$ cat src/low_power_timer_pkg.sv
// constants, field layout and state types of the low-power timer
// assumes one 50 MHz clock and a 32-bit APB register port
package low_power_timer_pkg;
	// register byte offsets
	localparam logic [11:0] CFG_OFFSET = 12'h000;
	localparam logic [11:0] CTRL_OFFSET = 12'h004;
	localparam logic [11:0] RELOAD_OFFSET = 12'h008;
	localparam logic [11:0] COUNT_OFFSET = 12'h00C;
	localparam logic [11:0] STATUS_OFFSET = 12'h010;
	// configuration field positions
	localparam int CLK_SEL_POS = 0;
	localparam int CLK_EDGE_POS = 1;
	localparam int IN_FILT_POS = 3;
	localparam int TRIG_FILT_POS = 5;
	localparam int PRESCALE_POS = 7;
	localparam int TRIG_SEL_POS = 10;
	localparam int TRIG_EN_POS = 13;
	localparam int WAVE_POS = 15;
	localparam int EXT_COUNT_POS = 16;
	localparam int SOURCE_POS = 17;
	localparam int CFG_WIDTH = 20;
	// control bit positions
	localparam int ENABLE_POS = 0;
	localparam int SINGLE_POS = 1;
	localparam int CONT_POS = 2;
	// reset values
	localparam logic [19:0] CFG_RESET = 20'h0_0000;
	localparam logic [15:0] RELOAD_RESET = 16'hFFFF;
	// counter clock periods between enable and kernel on
	localparam logic [1:0] ENABLE_DELAY = 2'h2;
	// edge field codes
	localparam logic [1:0] EDGE_RISE = 2'h0;
	localparam logic [1:0] EDGE_FALL = 2'h1;
	localparam logic [1:0] TRIG_SOFT = 2'h0;
	localparam logic [1:0] TRIG_RISE = 2'h1;
	localparam logic [1:0] TRIG_FALL = 2'h2;

	typedef enum logic [1:0] {ST_OFF, ST_WARMUP, ST_STOPPED, ST_RUNNING}
		run_state_type;
endpackage : low_power_timer_pkg

$ cat src/low_power_timer.sv
// low-power timer: apb registers, count clock select, filters, triggers
// assumes all tick and pin inputs are synchronous to sys_clk
`timescale 1ns/100ps
module low_power_timer
	import low_power_timer_pkg::*;
#(
	parameter int COUNT_WIDTH = 16
) (
	input wire logic sys_clk,
	input wire logic rst,
	input wire logic psel,
	input wire logic penable,
	input wire logic pwrite,
	input wire logic [11:0] paddr,
	input wire logic [31:0] pwdata,
	output logic [31:0] prdata,
	output logic pready,
	output logic pslverr,
	input wire logic lsi_tick,
	input wire logic lse_tick,
	input wire logic hsi_tick,
	input wire logic hse_tick,
	input wire logic comparator_tick,
	input wire logic external_input_one,
	input wire logic trigger_pin,
	input wire logic alarm_a,
	input wire logic alarm_b,
	input wire logic tamper_event_one,
	input wire logic tamper_event_two,
	input wire logic comparator_out,
	output logic counter_running,
	output logic [COUNT_WIDTH-1:0] count_value
);
	logic [CFG_WIDTH-1:0] cfg;
	logic timer_enable_bit;
	logic single_start_bit;
	logic continuous_start_bit;
	logic [COUNT_WIDTH-1:0] auto_reload_value;
	logic [COUNT_WIDTH-1:0] count;
	run_state_type state;
	logic [6:0] prescale_count;
	logic [1:0] warm_count;
	logic soft_pending;
	logic once_done;
	logic wr_access;
	logic start_write;

	// configuration fields
	logic clock_select_bit;
	logic [1:0] clock_edge_field;
	logic [1:0] input_filter_field;
	logic [1:0] trigger_filter_field;
	logic [2:0] prescaler_field;
	logic [2:0] trigger_select_field;
	logic [1:0] trigger_enable_field;
	logic wave_bit;
	logic external_count_bit;
	logic [2:0] kernel_clock_source_field;
	assign clock_select_bit = cfg[CLK_SEL_POS];
	assign clock_edge_field = cfg[CLK_EDGE_POS +: 2];
	assign input_filter_field = cfg[IN_FILT_POS +: 2];
	assign trigger_filter_field = cfg[TRIG_FILT_POS +: 2];
	assign prescaler_field = cfg[PRESCALE_POS +: 3];
	assign trigger_select_field = cfg[TRIG_SEL_POS +: 3];
	assign trigger_enable_field = cfg[TRIG_EN_POS +: 2];
	assign wave_bit = cfg[WAVE_POS];
	assign external_count_bit = cfg[EXT_COUNT_POS];
	assign kernel_clock_source_field = cfg[SOURCE_POS +: 3];

	// number of equal samples a filter setting asks for
	function automatic logic [3:0] filter_need(input logic [1:0] code);
		filter_need = 4'h1 << code;
	endfunction : filter_need

	// apb: pready rises one edge after setup, so every access has no wait
	assign wr_access = psel & penable & pready & pwrite;
	always_ff @(posedge sys_clk) begin
		if (rst) begin
			pready <= 1'b0;
			pslverr <= 1'b0;
			prdata <= 32'h0000_0000;
		end else begin
			pready <= psel & ~penable & ~pready;
			pslverr <= 1'b0;
			if (psel & ~penable) begin
				prdata <= 32'h0000_0000;
				if (paddr == CFG_OFFSET) begin
					prdata[CFG_WIDTH-1:0] <= cfg;
				end else if (paddr == CTRL_OFFSET) begin
					prdata[2:0] <= {continuous_start_bit, single_start_bit,
						timer_enable_bit};
				end else if (paddr == RELOAD_OFFSET) begin
					prdata[COUNT_WIDTH-1:0] <= auto_reload_value;
				end else if (paddr == COUNT_OFFSET) begin
					prdata[COUNT_WIDTH-1:0] <= count;
				end else if (paddr == STATUS_OFFSET) begin
					prdata[1:0] <= state;
				end else begin
					pslverr <= 1'b1; // unmapped word
				end
			end
		end
	end

	// configuration and reload writes; software keeps cfg static while on
	always_ff @(posedge sys_clk) begin
		if (rst) begin
			cfg <= CFG_RESET;
			auto_reload_value <= RELOAD_RESET;
		end else if (wr_access) begin
			if (paddr == CFG_OFFSET) begin
				cfg <= pwdata[CFG_WIDTH-1:0];
			end else if (paddr == RELOAD_OFFSET) begin
				auto_reload_value <= pwdata[COUNT_WIDTH-1:0];
			end
		end
	end

	// control bits: start bits only take while enabled, cleared on disable
	assign start_write = wr_access & (paddr == CTRL_OFFSET) & timer_enable_bit
		& (pwdata[SINGLE_POS] | pwdata[CONT_POS]);
	always_ff @(posedge sys_clk) begin
		if (rst) begin
			timer_enable_bit <= 1'b0;
			single_start_bit <= 1'b0;
			continuous_start_bit <= 1'b0;
		end else if (wr_access && paddr == CTRL_OFFSET) begin
			timer_enable_bit <= pwdata[ENABLE_POS];
			if (!pwdata[ENABLE_POS]) begin
				single_start_bit <= 1'b0;
				continuous_start_bit <= 1'b0;
			end else if (start_write) begin
				// newest write picks the mode; applied at reload match
				single_start_bit <= pwdata[SINGLE_POS] & ~pwdata[CONT_POS];
				continuous_start_bit <= pwdata[CONT_POS];
			end
		end
	end

	// internal count tick from the selected source
	logic int_tick;
	always_comb begin
		case (kernel_clock_source_field)
			3'h1: int_tick = lsi_tick;
			3'h2: int_tick = lse_tick;
			3'h3: int_tick = hsi_tick;
			3'h4: int_tick = hse_tick;
			3'h5: int_tick = comparator_tick;
			default: int_tick = 1'b1; // bus clock
		endcase
	end

	// sampling rate of filters: sys_clk when input one is the clock,
	// otherwise the internal tick, which filters cannot run without
	logic sample_en;
	assign sample_en = clock_select_bit | int_tick;

	// input 0 is external input one, 1..6 are the hardware triggers
	logic [6:0] raw_in;
	logic [6:0] sync_a;
	logic [6:0] sync_b;
	logic [6:0] filt;
	logic [6:0] filt_prev;
	logic [6:0] rise;
	logic [6:0] fall;
	assign raw_in = {comparator_out, tamper_event_two, tamper_event_one,
		alarm_b, alarm_a, trigger_pin, external_input_one};

	genvar gi;
	generate
		for (gi = 0; gi < 7; gi++) begin : gen_input
			logic [3:0] same_count;
			logic [3:0] need;
			assign need = filter_need(gi == 0 ? input_filter_field
				: trigger_filter_field);
			// two-stage synchroniser, first stage read only by the second
			always_ff @(posedge sys_clk) begin
				if (rst) begin
					sync_a[gi] <= 1'b0;
					sync_b[gi] <= 1'b0;
				end else if (sample_en) begin
					sync_a[gi] <= raw_in[gi];
					sync_b[gi] <= sync_a[gi];
				end
			end
			// glitch filter: new level after need equal samples
			always_ff @(posedge sys_clk) begin
				if (rst) begin
					filt[gi] <= 1'b0;
					filt_prev[gi] <= 1'b0;
					same_count <= 4'h0;
				end else if (sample_en) begin
					filt_prev[gi] <= filt[gi];
					if (sync_b[gi] == filt[gi]) begin
						same_count <= 4'h0;
					end else if (same_count + 4'h1 >= need) begin
						filt[gi] <= sync_b[gi];
						same_count <= 4'h0;
					end else begin
						same_count <= same_count + 4'h1;
					end
				end
			end
			assign rise[gi] = filt[gi] & ~filt_prev[gi] & sample_en;
			assign fall[gi] = ~filt[gi] & filt_prev[gi] & sample_en;
		end
	endgenerate

	// clock edge of input one: both edges only with an internal clock
	logic ext_edge;
	always_comb begin
		if (clock_edge_field == EDGE_RISE) begin
			ext_edge = rise[0];
		end else if (clock_edge_field == EDGE_FALL || clock_select_bit) begin
			ext_edge = fall[0];
		end else begin
			ext_edge = rise[0] | fall[0];
		end
	end

	// kernel tick ahead of the prescaler
	logic kernel_tick;
	always_comb begin
		if (clock_select_bit) begin
			kernel_tick = ext_edge;
		end else if (external_count_bit) begin
			kernel_tick = ext_edge;
		end else begin
			kernel_tick = int_tick;
		end
	end

	// power-of-two prescaler: one count tick every 2^field kernel ticks
	logic count_tick;
	logic [6:0] prescale_mask;
	assign prescale_mask = 7'(8'h01 << prescaler_field) - 7'h01;
	assign count_tick = kernel_tick
		& ((prescale_count & prescale_mask) == prescale_mask);
	always_ff @(posedge sys_clk) begin
		if (rst || !timer_enable_bit) begin
			prescale_count <= 7'h00;
		end else if (kernel_tick) begin
			prescale_count <= prescale_count + 7'h01;
		end
	end

	// trigger multiplexer and active edge
	logic trig_rise;
	logic trig_fall;
	logic trig_edge;
	always_comb begin
		case (trigger_select_field)
			3'h0: {trig_rise, trig_fall} = {rise[1], fall[1]};
			3'h1: {trig_rise, trig_fall} = {rise[2], fall[2]};
			3'h2: {trig_rise, trig_fall} = {rise[3], fall[3]};
			3'h3: {trig_rise, trig_fall} = {rise[4], fall[4]};
			3'h4: {trig_rise, trig_fall} = {rise[5], fall[5]};
			3'h6: {trig_rise, trig_fall} = {rise[6], fall[6]};
			default: {trig_rise, trig_fall} = 2'b00;
		endcase
		case (trigger_enable_field)
			TRIG_RISE: trig_edge = trig_rise;
			TRIG_FALL: trig_edge = trig_fall;
			TRIG_SOFT: trig_edge = 1'b0;
			default: trig_edge = trig_rise | trig_fall;
		endcase
	end

	// start request: software writes, or a hardware edge once armed
	logic mode_armed;
	logic start_req;
	assign mode_armed = single_start_bit | continuous_start_bit;
	always_comb begin
		if (trigger_enable_field == TRIG_SOFT) begin
			start_req = soft_pending;
		end else begin
			start_req = trig_edge & mode_armed
				& ~(wave_bit & once_done);
		end
	end

	// a software start write is held until the kernel can act on it
	always_ff @(posedge sys_clk) begin
		if (rst || !timer_enable_bit) begin
			soft_pending <= 1'b0;
		end else if (start_write && trigger_enable_field == TRIG_SOFT) begin
			soft_pending <= 1'b1; // set wins over the consume below
		end else if (state == ST_STOPPED || state == ST_RUNNING) begin
			soft_pending <= 1'b0; // running ignores it
		end
	end

	// run state and counter
	always_ff @(posedge sys_clk) begin
		if (rst || !timer_enable_bit) begin
			state <= rst ? ST_OFF : (timer_enable_bit ? state : ST_OFF);
			warm_count <= 2'h0;
			count <= '0;
			once_done <= 1'b0;
		end else begin
			case (state)
				ST_OFF: begin
					state <= ST_WARMUP;
				end
				ST_WARMUP: begin
					if (count_tick) begin
						warm_count <= warm_count + 2'h1;
						if (warm_count + 2'h1 == ENABLE_DELAY) begin
							state <= ST_STOPPED;
						end
					end
				end
				ST_STOPPED: begin
					count <= '0;
					if (start_req) begin
						state <= ST_RUNNING;
						once_done <= 1'b1;
					end
				end
				ST_RUNNING: begin
					// triggers are not looked at here
					if (count_tick) begin
						if (count == auto_reload_value) begin
							count <= '0;
							if (!continuous_start_bit) begin
								state <= ST_STOPPED;
							end
						end else begin
							count <= count + 1'b1;
						end
					end
				end
				default: state <= ST_OFF;
			endcase
		end
	end

	// registered status pins
	always_ff @(posedge sys_clk) begin
		if (rst) begin
			counter_running <= 1'b0;
			count_value <= '0;
		end else begin
			counter_running <= (state == ST_RUNNING);
			count_value <= count;
		end
	end
endmodule : low_power_timer

$ cat config.mk
export PLATFORM = sky130hd
export DESIGN_NAME = low_power_timer
export DESIGN_NICKNAME = d
export VERILOG_FILES = /design/src/low_power_timer_pkg.sv /design/src/low_power_timer.sv
export SDC_FILE = /design/constraint.sdc
export NUM_CORES = 1
export LEC_CHECK = 0
export ABC_AREA = 1
export CAP_MARGIN = 20
export CELL_PAD_IN_SITES_DETAIL_PLACEMENT = 2
export CELL_PAD_IN_SITES_GLOBAL_PLACEMENT = 2
export CORE_ASPECT_RATIO = 1.75
export CORE_MARGIN = 10
export CORE_UTILIZATION = 36
export CTS_CLUSTER_DIAMETER = 100
export CTS_CLUSTER_SIZE = 8
export DETAILED_ROUTE_END_ITERATION = 16
export DONT_BUFFER_PORTS = 1
export PLACE_DENSITY_LB_ADDON = 0.05
export REMOVE_ABC_BUFFERS = 1
export SLEW_MARGIN = 20
export SYNTH_ARGS = -nofsm -noshare
export SYNTH_HDL_FRONTEND = slang
export SYNTH_SLANG_ARGS = --single-unit
$ cat constraint.sdc
create_clock -name sys_clk -period 2.05 [get_ports sys_clk]
set_clock_uncertainty 0.05 [all_clocks]
set_input_delay 0.615 -clock sys_clk [delete_from_list [all_inputs] [get_ports sys_clk]]
set_output_delay 0.615 -clock sys_clk [all_outputs]
set_load 0.02 [all_outputs]
==> results of run 1 <==
## how the worst max path moves through the flow
stage | from | cells past startpoint | to | slack, ps
after floorplan | comparator_tick | 10 | state[0]$_SDFFCE_PP0P_ | -560
after global placement | gen_input[1].same_count[0]$_SDFFE_PP0N_ | 8 | gen_input[1].same_count[0]$_SDFFE_PP0N_ | 80
after detailed placement | gen_input[4].same_count[0]$_SDFFE_PP0N_ | 8 | gen_input[4].same_count[0]$_SDFFE_PP0N_ | 2
after CTS | gen_input[4].same_count[0]$_SDFFE_PP0N_ | 8 | gen_input[4].same_count[0]$_SDFFE_PP0N_ | 20
after global routing | gen_input[2].same_count[1]$_SDFFE_PP0N_ | 9 | gen_input[2].same_count[0]$_SDFFE_PP0N_ | -40
final | gen_input[4].same_count[0]$_SDFFE_PP0N_ | 8 | gen_input[4].same_count[0]$_SDFFE_PP0N_ | 140
## worst register-to-register path: stages, from the launching register on
cell and delay (ps):
dfxtp_2 410, nand3_1 130, xnor2_2 160, ha_1 330
a21oi_2 180, nand3_2 140, nor2_4 150, a21oi_1 90
a211oi_1 180
## cell usage after synthesis, drive strengths merged
library cell / n / area [sq um]
a21boi: 1 / 7.51
o21bai: 7 / 52.6
nor2b: 1 / 8.76
conb: 1 / 3.75
nand4: 29 / 196
nor2: 152 / 621
a211oi: 7 / 52.6
nor3: 5 / 41.3
edfxtp: 2 / 60.1
clkinv: 1 / 3.75
o21a: 1 / 7.51
nor4: 1 / 6.26
a41oi: 1 / 8.76
a22oi: 1 / 7.51
dfxtp: 161 / 3220
xnor2: 14 / 123
nand2: 274 / 1090
a21oi: 116 / 618
buf: 50 / 323
nand3: 96 / 508
a221oi: 1 / 8.76
clkbuf: 27 / 103
o21ai: 86 / 430
nand3b: 1 / 7.51
nor3b: 1 / 7.51
o211ai: 4 / 30.0
ha: 38 / 475
or2: 1 / 6.26
xor2: 37 / 324
inv: 91 / 342
a31oi: 1 / 6.26
## state kept, by name (all words and copies together), names as in the netlist, 2 cells and up
| name | cells |
|---|---|
| warm_count | 2 |
| prdata | 20 |
| gen_input.same_count | 28 |
| prescale_count | 7 |
| filt_prev | 7 |
| filt | 7 |
| auto_reload_value | 16 |
| count_value | 16 |
| sync_a | 7 |
| cfg | 20 |
| state | 2 |
| sync_b | 7 |
| count | 16 |
## metrics by stage
step / util [%] / TNS (ps) / total power [mW] / instances
finish: 42.6 / 0 / 6.74 / 1555
global route: 42.6 / -130 / 7.00 / 1555
CTS: 41.5 / 0 / 6.84 / 1554
detailed placement: 39.0 / 0 / 3.49 / 1523
global placement: 39.0 / 0 / 3.49 / 1523
floorplan: - / -18040 / 3.42 / 1143
## report_power, final
| group | switching, mW | leakage [nW] | total [mW] | internal (mW) |
|---|---|---|---|---|
| registers | 0.0330 | 1.34 | 3.23 | 3.20 |
| logic | 0.132 | 2.49 | 0.191 | 0.0588 |
| clock network | 1.37 | 0.290 | 3.32 | 1.95 |
| total | 1.54 | 4.12 | 6.74 | 5.21 |
## what timing repair did
action / in CTS / in global routing
buffers inserted: 0 / 1
setup endpoints to repair: 2 / 36
pin swaps: 0 / 11
cloned: 0 / 0
gates resized for setup: 2 / 60
## kinds of logic after synthesis
kind of cell / share of synthesized area [%]
buffers and inverters: 8.85
adders and majority gates: 5.46
other: 0.0431
DFF: 37.7
AOI/OAI and AO/OA: 14.1
and+or+nand+nor: 28.7
xor gates and xnor gates: 5.13
## per-layer routing
metal / vias up / share of wire [%] / global-route usage [%]
li1: 3969 / - / -
met1: 4048 / 35 / 19.1
met2: 79 / 60 / 40.3
met3: 35 / 2.8 / 3.49
met4: 0 / 2.1 / 6.79
met5: - / 0 / 0
## area by class of cell
cell class | instances | area (sq um) | share of cell area (%)
clock buffers | 23 | 499 | 4.90
clock inverters | 8 | 98.8 | 0.969
inverters | 92 | 345 | 3.39
multi-input cells | 888 | 4930 | 48.4
flip-flops and latches | 163 | 3310 | 32.5
well taps | 308 | 385 | 3.78
repair buffers | 73 | 623 | 6.11
==> summary.md, run 1 <==
| Metric | Value |
|---|---|
| Post-DP HPWL | 23,000 microns |
| Crit end category | flip-flop |
| Hold endpoint | gen_input[6].same_count[0]$_SDFFE_PP0N_ |
| Gate Count Post-Synth | 1,209 |
| Mapped Area | 8710 sq um |
| CP top delay family | compound AO/OA/AOI/OAI gates |
| Max IR drop VDD | 0.475 mV |
| Status | finished clean |
| Power per Cell Area | 661 nW/um^2 |
| First-pass GRT wire length | 48,100 microns |
| TritonCTS Buffers | 17 |
| CP arrival | 2220 ps |
| R2R setup slack | 140 ps |
| Die span in y | 226 microns |
| Worst-path fanout max | 5 |
| # DRC | 0 |
| Clock slew at reported path FFs | 70 ps |
| Rel. slew slack | 54.3% |
| Iteration-0 DRC Markers | 265 |
| Setup WS pre-CTS | 2.41 ps |
| CTS tree | yes |
| Sinks on Clock Net | 163 |
| Vias in the first global route | 8,915 |
| Most common cell after layout, fill and taps aside | nand2_1 |
| Most frequent cells in the layout | 253 x nand2_1, 143 x dfxtp_1, 135 x nor2_1 |
| Final worst slack | 139 ps |
| CTS Root Cell | clkbuf_16 |
| Layout cells sized above 1 | 17.1% |
| FF-to-FF End | gen_input[4].same_count[0]$_SDFFE_PP0N_ |
| Die Footprint | 31,000 sq um |
| Initial Util | 36.4% |
| Max cap viols | 0 |
| CP required | 2360 ps |
| Hold wc startpoint | rst |
| Min Tclk post-route | 1910 ps |
| Final setup vio count | 0 |
| Initial antenna violation count | 0 |
| I/O pins | 112 |
| Synth Area per Inst | 7.20 sq um |
| Number of placement rows | 75 |
| Slew @ Worst Pin | 685 ps |
| Total GRT Usage | 20.0% |
| Fillers | 2,843 |
| Yosys cell types | 48 |
| Critical path start-end classification | reg2reg |
| RSZ-0062 raised after global routing | true |
| Hold depth | 1 |
| Slew Viols, Final | 0 |
| Via count | 8,131 |
| Clock insertion delay at the later pin of the skew report | 450 ps |
| WL/cell | 19.5 microns |
| Final WL | 30,300 microns |
| Largest net degree at the start of global routing | 46 |
| Max stage delay on crit path | 410 ps |
| Hold slack final | 176 ps |
| Final Hold Fails | 0 |
| ANT nets after route | 0 |
| Vias/cell | 5.23 |
| Clock Tree Buf Depth | 2 |
| Core outline area | 23,900 sq um |
| Yosys warns | 0 |
| Placed Area | 9330 sq um |
| Drt first pass iters | 4 |
| Fin area | 10,200 sq um |
| Reg2Reg Depth | 8 |
| Register area share after synthesis | 37.7% |
| R2R Path Start | gen_input[4].same_count[0]$_SDFFE_PP0N_ |
| CP startpoint kind | flip-flop |
| Crit path max-delay cell type | dfxtp_2 |
| DIE WIDTH | 138 microns |
| Htree depth | 4 |
| FMAX | 523 MHz |
| Routability cong. | 0.835 |
| Min-delay worst type | in2reg |
| Critical path, cell by cell | nand3_1, xnor2_2, ha_1, a21oi_2, nand3_2, nor2_4, a21oi_1, a211oi_1 |
| Final worst path period share | 93.2% |
| Cts hold-fix bufs | 0 |
| GR Overflow Total | 0 |
| N_diodes | 0 |
| Buffers & Inverters on Critical Path | 0 |
| Buffers on Ports | 0 |
| # nets final | 1,334 |
| Area delta synth->final | 17.1% |
| LEAKAGE | 4.12 nW |
| Yosys reg bits | 163 |
Note: power is estimated with default switching activity, not from simulation.
==> run 2: changes to the inputs <==
--- a/config.mk
+++ b/config.mk
@@ -6,7 +6,6 @@
 export NUM_CORES = 1
 export LEC_CHECK = 0
 export ABC_AREA = 1
-export CAP_MARGIN = 20
 export CELL_PAD_IN_SITES_DETAIL_PLACEMENT = 2
 export CELL_PAD_IN_SITES_GLOBAL_PLACEMENT = 2
 export CORE_ASPECT_RATIO = 1.75
@@ -16,7 +15,7 @@
 export CTS_CLUSTER_SIZE = 8
 export DETAILED_ROUTE_END_ITERATION = 16
 export DONT_BUFFER_PORTS = 1
-export PLACE_DENSITY_LB_ADDON = 0.05
+export PLACE_DENSITY = 0.8
 export REMOVE_ABC_BUFFERS = 1
 export SLEW_MARGIN = 20
 export SYNTH_ARGS = -nofsm -noshare
==> summary.md, run 2 (synthesis results as in run 1) <==
| Metric | Value |
|---|---|
| Status | finished, violations left |
| Failing checks | negative setup slack |
| Critical path start-end classification | reg2reg |
| Sinks on Clock Net | 163 |
| Setup Buffers After CTS | 0 |
| Fillers | 2,802 |
| Min Tclk post-route | 2060 ps |
| Area of the multi-input gates | 4900 sq um |
| Most frequent cells in the layout | 251 x nand2_1, 145 x dfxtp_1, 129 x nor2_1 |
| CTS Root Cell | clkbuf_16 |
| Core Util, Final | 41.9% |
| Initial antenna violation count | 0 |
| R2R setup slack | -10 ps |
| First-pass GRT wire length | 49,500 microns |
| Via count | 8,315 |
| Number of flip-flops under the largest register name | 28 |
| FMAX | 485 MHz |
| Total negative slack | -12.8 ps |
| GR Overflow Total | 0 |
| Final setup vio count | 1 |
| Die Footprint | 31,000 sq um |
| RSZ-0062 raised after global routing | true |
| Crit path max-delay cell type | dfxtp_2 |
| Largest net degree at the start of global routing | 50 |
| Post-DP HPWL | 22,900 microns |
| LEAKAGE | 4.06 nW |
| Max IR drop VDD | 0.582 mV |
| Htree depth | 4 |
| Rel. slew slack | 55.2% |
| Clock slew at reported path FFs | 70 ps |
| Total power draw | 6.78 mW |
| Area delta synth->final | 15.2% |
| CP arrival | 2350 ps |
| Initial Util | 36.4% |
| Clock Tree Buf Depth | 2 |
| WL/cell | 20.6 microns |
| CP required | 2340 ps |
| Setup WS pre-CTS | -84.5 ps |
| Min-delay worst type | in2reg |
| Final worst path period share | 101% |
| CTS tree | yes |
| DIE WIDTH | 138 microns |
| Storage cell area | 3310 sq um |
| Slew @ Worst Pin | 671 ps |
| Core outline area | 23,900 sq um |
| Worst-path fanout max | 5 |
| Vias in the first global route | 9,179 |
| Max stage delay on crit path | 400 ps |
| Iteration-0 DRC Markers | 298 |
| I/O pins | 112 |
| Number of placement rows | 75 |
| Critical path, cell by cell | ha_4, ha_4, inv_1, o21bai_1, nand3_1, nand3_2, buf_4, nand2_1, o21ai_2, a21oi_1 |
| Top flop regs | gen_input.same_count (28), cfg (20), prdata (20) |
| Drt first pass iters | 4 |
| # DRC | 0 |
| Routability cong. | 0.824 |
| Buffers on Ports | 0 |
| Final worst slack | -12.8 ps |
| # nets final | 1,318 |
| Crit end category | flip-flop |
| Biggest register | gen_input.same_count |
| Power per Cell Area | 676 nW/um^2 |
| Die span in y | 226 microns |
| Total GRT Usage | 20.5% |
| Most common cell after layout, fill and taps aside | nand2_1 |
| Clock insertion delay at the later pin of the skew report | 460 ps |
| TritonCTS Buffers | 17 |
| Final Hold Fails | 0 |
| N_diodes | 0 |
| Vias/cell | 5.40 |
| Max cap viols | 0 |
| Slew Viols, Final | 0 |
| Crit path top cell by count | ha_4 |
| Final WL | 31,800 microns |
| CP startpoint kind | flip-flop |
| ANT nets after route | 0 |
| Layout cells sized above 1 | 16.0% |
## run 2: changes by cell type in the layout (fill, tap and decap cells not counted), moves of 4 or more
cell    change
buf_4      -15
ha_1        +6
ha_4        -5
nor2_1      -6
nor2_4      +4
## run 2: layout make-up
type                            instances  share of cell area, %
Tap cell                              308                   3.84
Inverter                               92                   3.44
Clock inverter                          9                  0.998
Multi-Input combinational cell        888                   48.9
Clock buffer                           23                   4.98
Timing Repair Buffer                   57                   4.89
Sequential cell                       163                   33.0
## run 2: worst paths after layout
check | from | endpoint | depth (start not counted)
max | gen_input[5].same_count[0]$_SDFFE_PP0N_ | filt[5]$_SDFFE_PP0P_ | 10
min | rst | count_value[0]$_SDFF_PP0_ | 1
min reg2reg | cfg[16]$_SDFFE_PP0P_ | prdata[16]$_SDFFE_PP0P_ | 2
max reg2reg | gen_input[5].same_count[0]$_SDFFE_PP0N_ | filt[5]$_SDFFE_PP0P_ | 10
## run 2: power by group
group / switching (mW) / total [mW] / internal [mW]
logic: 0.137 / 0.191 / 0.0543
registers: 0.0352 / 3.23 / 3.20
clock network: 1.40 / 3.35 / 1.95
total: 1.57 / 6.78 / 5.20
## run 2: worst max-delay path: cells and delay by family (launching register included)
kind / cells / cell delay (ps)
adder cells (fa/ha/maj): 2 / 500
AO/OA/AOI/OAI: 3 / 470
flip-flops: 1 / 400
AND/OR/NAND/NOR: 3 / 370
buffers and inverters: 2 / 170
## run 2: stage by stage
| step | hold slack, ps | cell area [sq um] | std cells |
|---|---|---|---|
| after detailed placement | 410 | 9200 | 1508 |
| after global placement | 387 | 9200 | 1508 |
| after CTS | 163 | 9830 | 1540 |
| after global routing | 159 | 10000 | 1540 |
| final | 172 | 10000 | 1540 |
| after floorplan | 376 | 8320 | 1143 |
## run 2: what timing repair did
item                                    CTS  global route
hold buffers                              0             0
endpoints found under the setup margin   29            36
gates resized for setup                  10            57
pin swaps                                 0             5
hold endpoints to repair                  0             0
## run 2: per-layer routing
layer  GRT usage [%]  share of wire, %  vias to the layer above
li1                -                 -                     3945
met1            18.7                34                     4206
met2            41.7                60                      111
met3            3.98               3.7                       53
met4            7.95               2.7                        0
met5               0                 0                        -
==> run 3: changes to the inputs <==
==> constraint.sdc (replaced) <==
create_clock -name sys_clk -period 2.05 [get_ports sys_clk]
set_clock_uncertainty 0.05 [all_clocks]
set_input_delay 0.615 -clock sys_clk [delete_from_list [all_inputs] [get_ports sys_clk]]
set_output_delay 0.615 -clock sys_clk [all_outputs]
set_load 0.1 [all_outputs]
==> summary.md, run 3 (synthesis results as in run 1) <==
| Metric | Value |
|---|---|
| Status | finished clean |
| Drt first pass iters | 4 |
| Placed Area | 9490 sq um |
| Buffers on Ports | 0 |
| CTS Root Cell | clkbuf_16 |
| Most frequent cells in the layout | 251 x nand2_1, 143 x dfxtp_1, 130 x nor2_1 |
| FF-to-FF End | gen_input[4].same_count[2]$_SDFFE_PP0N_ |
| Die Footprint | 31,000 sq um |
| Hold depth | 1 |
| R2R Path Start | gen_input[4].same_count[0]$_SDFFE_PP0N_ |
| FMAX | 489 MHz |
| Final WL | 33,000 microns |
| Most common cell after layout, fill and taps aside | nand2_1 |
| Core outline area | 23,900 sq um |
| Initial antenna violation count | 1 |
| Final Hold Fails | 0 |
| Dpl cells | 1,547 |
| I/O pins | 112 |
| # nets final | 1,358 |
| WL/cell | 20.9 microns |
| Max IR drop VDD | 0.648 mV |
| Final std cells w/o fill | 1,581 |
| Largest net degree at the start of global routing | 57 |
| Post-DP HPWL | 23,000 microns |
| Fillers | 2,804 |
| Crit end category | flip-flop |
| Reg2Reg Depth | 9 |
| Initial Util | 36.4% |
| Final worst path period share | 99.8% |
| Die span in y | 226 microns |
| DIE WIDTH | 138 microns |
| Slew @ Worst Pin | 666 ps |
| Power per Cell Area | 699 nW/um^2 |
| Sinks on Clock Net | 163 |
| R2R setup slack | 3 ps |
| Routability cong. | 0.828 |
| Worst-path fanout max | 5 |
| Number of flip-flops under the largest register name | 28 |
| Htree depth | 4 |
| Iteration-0 DRC Markers | 365 |
| Hold wc startpoint | rst |
| Min-delay worst type | in2reg |
| Clock Tree Buf Depth | 2 |
| Vias in the first global route | 9,505 |
| LEAKAGE | 4.30 nW |
| CP startpoint kind | flip-flop |
| Vias/cell | 5.36 |
| CTS tree | yes |
| Rel. slew slack | 55.6% |
| # DRC | 0 |
| ANT nets after route | 0 |
| Fin area | 10,400 sq um |
| Setup crit start | gen_input[4].same_count[0]$_SDFFE_PP0N_ |
| Slew Viols, Final | 0 |
| CP required | 2370 ps |
| Clock insertion delay at the later pin of the skew report | 460 ps |
| Clock slew at reported path FFs | 70 ps |
| Layout cells sized above 1 | 18.9% |
| Min Tclk post-route | 2050 ps |
| Area delta synth->final | 19.6% |
| Via count | 8,468 |
| Final setup vio count | 0 |
| Critical path start-end classification | reg2reg |
| Biggest register | gen_input.same_count |
| First-pass GRT wire length | 51,800 microns |
| Max cap viols | 0 |
| Hold endpoint | count_value[0]$_SDFF_PP0_ |
| CP arrival | 2370 ps |
| Top flop regs | gen_input.same_count (28), cfg (20), prdata (20) |
| GR Overflow Total | 0 |
| TritonCTS Buffers | 17 |
| Total GRT Usage | 21.5% |
| Number of placement rows | 75 |
| Core Util, Final | 43.5% |
## run 3: worst max-delay path by stage
stage	end	slack (ps)
3_3_place_gp	prdata[0]$_SDFFE_PP0P_	50
4_1_cts	gen_input[0].same_count[0]$_SDFFE_PP0N_	2
3_5_place_dp	state[0]$_SDFFCE_PP0P_	2
6_report	gen_input[4].same_count[2]$_SDFFE_PP0N_	3
2_1_floorplan	state[0]$_SDFFCE_PP0P_	-560
5_1_grt	gen_input[4].same_count[2]$_SDFFE_PP0N_	-150
## run 3: what timing repair did
action	4_1_cts	5_1_grt
gates resized for setup	15	52
setup buffers	0	1
hold endpoints to repair	0	0
setup endpoints to repair	15	32
hold buffers	0	0
pin swaps	0	7
## run 3: critical path: stages (launching register included)
cell	delay [ps]
dfxtp_4	400
nand3_1	150
xnor2_2	180
ha_1	330
a21oi_1	230
nand3_2	140
nor2_2	140
buf_4	140
nand2_1	50
a21oi_1	160
## run 3: cell type report
| cell class | instances | area, sq um | share of cell area [%] |
|---|---|---|---|
| Multi-Input combinational cell | 888 | 4910 | 47.2 |
| Sequential cell | 163 | 3310 | 31.8 |
| Inverter | 92 | 345 | 3.32 |
| Clock buffer | 20 | 467 | 4.48 |
| Tap cell | 308 | 385 | 3.70 |
| Timing Repair Buffer | 97 | 791 | 7.59 |
| Clock inverter | 12 | 203 | 1.95 |
| Antenna cell | 1 | 2.50 | 0.0240 |
## run 3: metal layers
metal  vias up  GRT usage, %  routed length [microns]
met5         -             0                        0
met4         0          8.91                     1060
met3        63          4.65                     1110
met2       134          42.1                    19400
met1      4248          20.4                    11400
li1       4023             -                        -
## run 3: power by group
part	switching (mW)	internal [mW]	total, mW
Combinational	0.289	0.0672	0.356
Sequential	0.0193	3.20	3.22
Clock	1.44	2.26	3.70
Total	1.75	5.53	7.28
## run 3: stage by stage
step | setup TNS [ps] | hold WS, ps | total power, mW | setup WS (ps)
after floorplan | -26400 | 376 | 3.55 | -561
final | 0 | 174 | 7.28 | 3.15
after global routing | -537 | 154 | 7.51 | -148
after CTS | 0 | 159 | 7.36 | 1.84
after global placement | 0 | 388 | 3.63 | 54.2
after detailed placement | 0 | 398 | 3.63 | 2.13
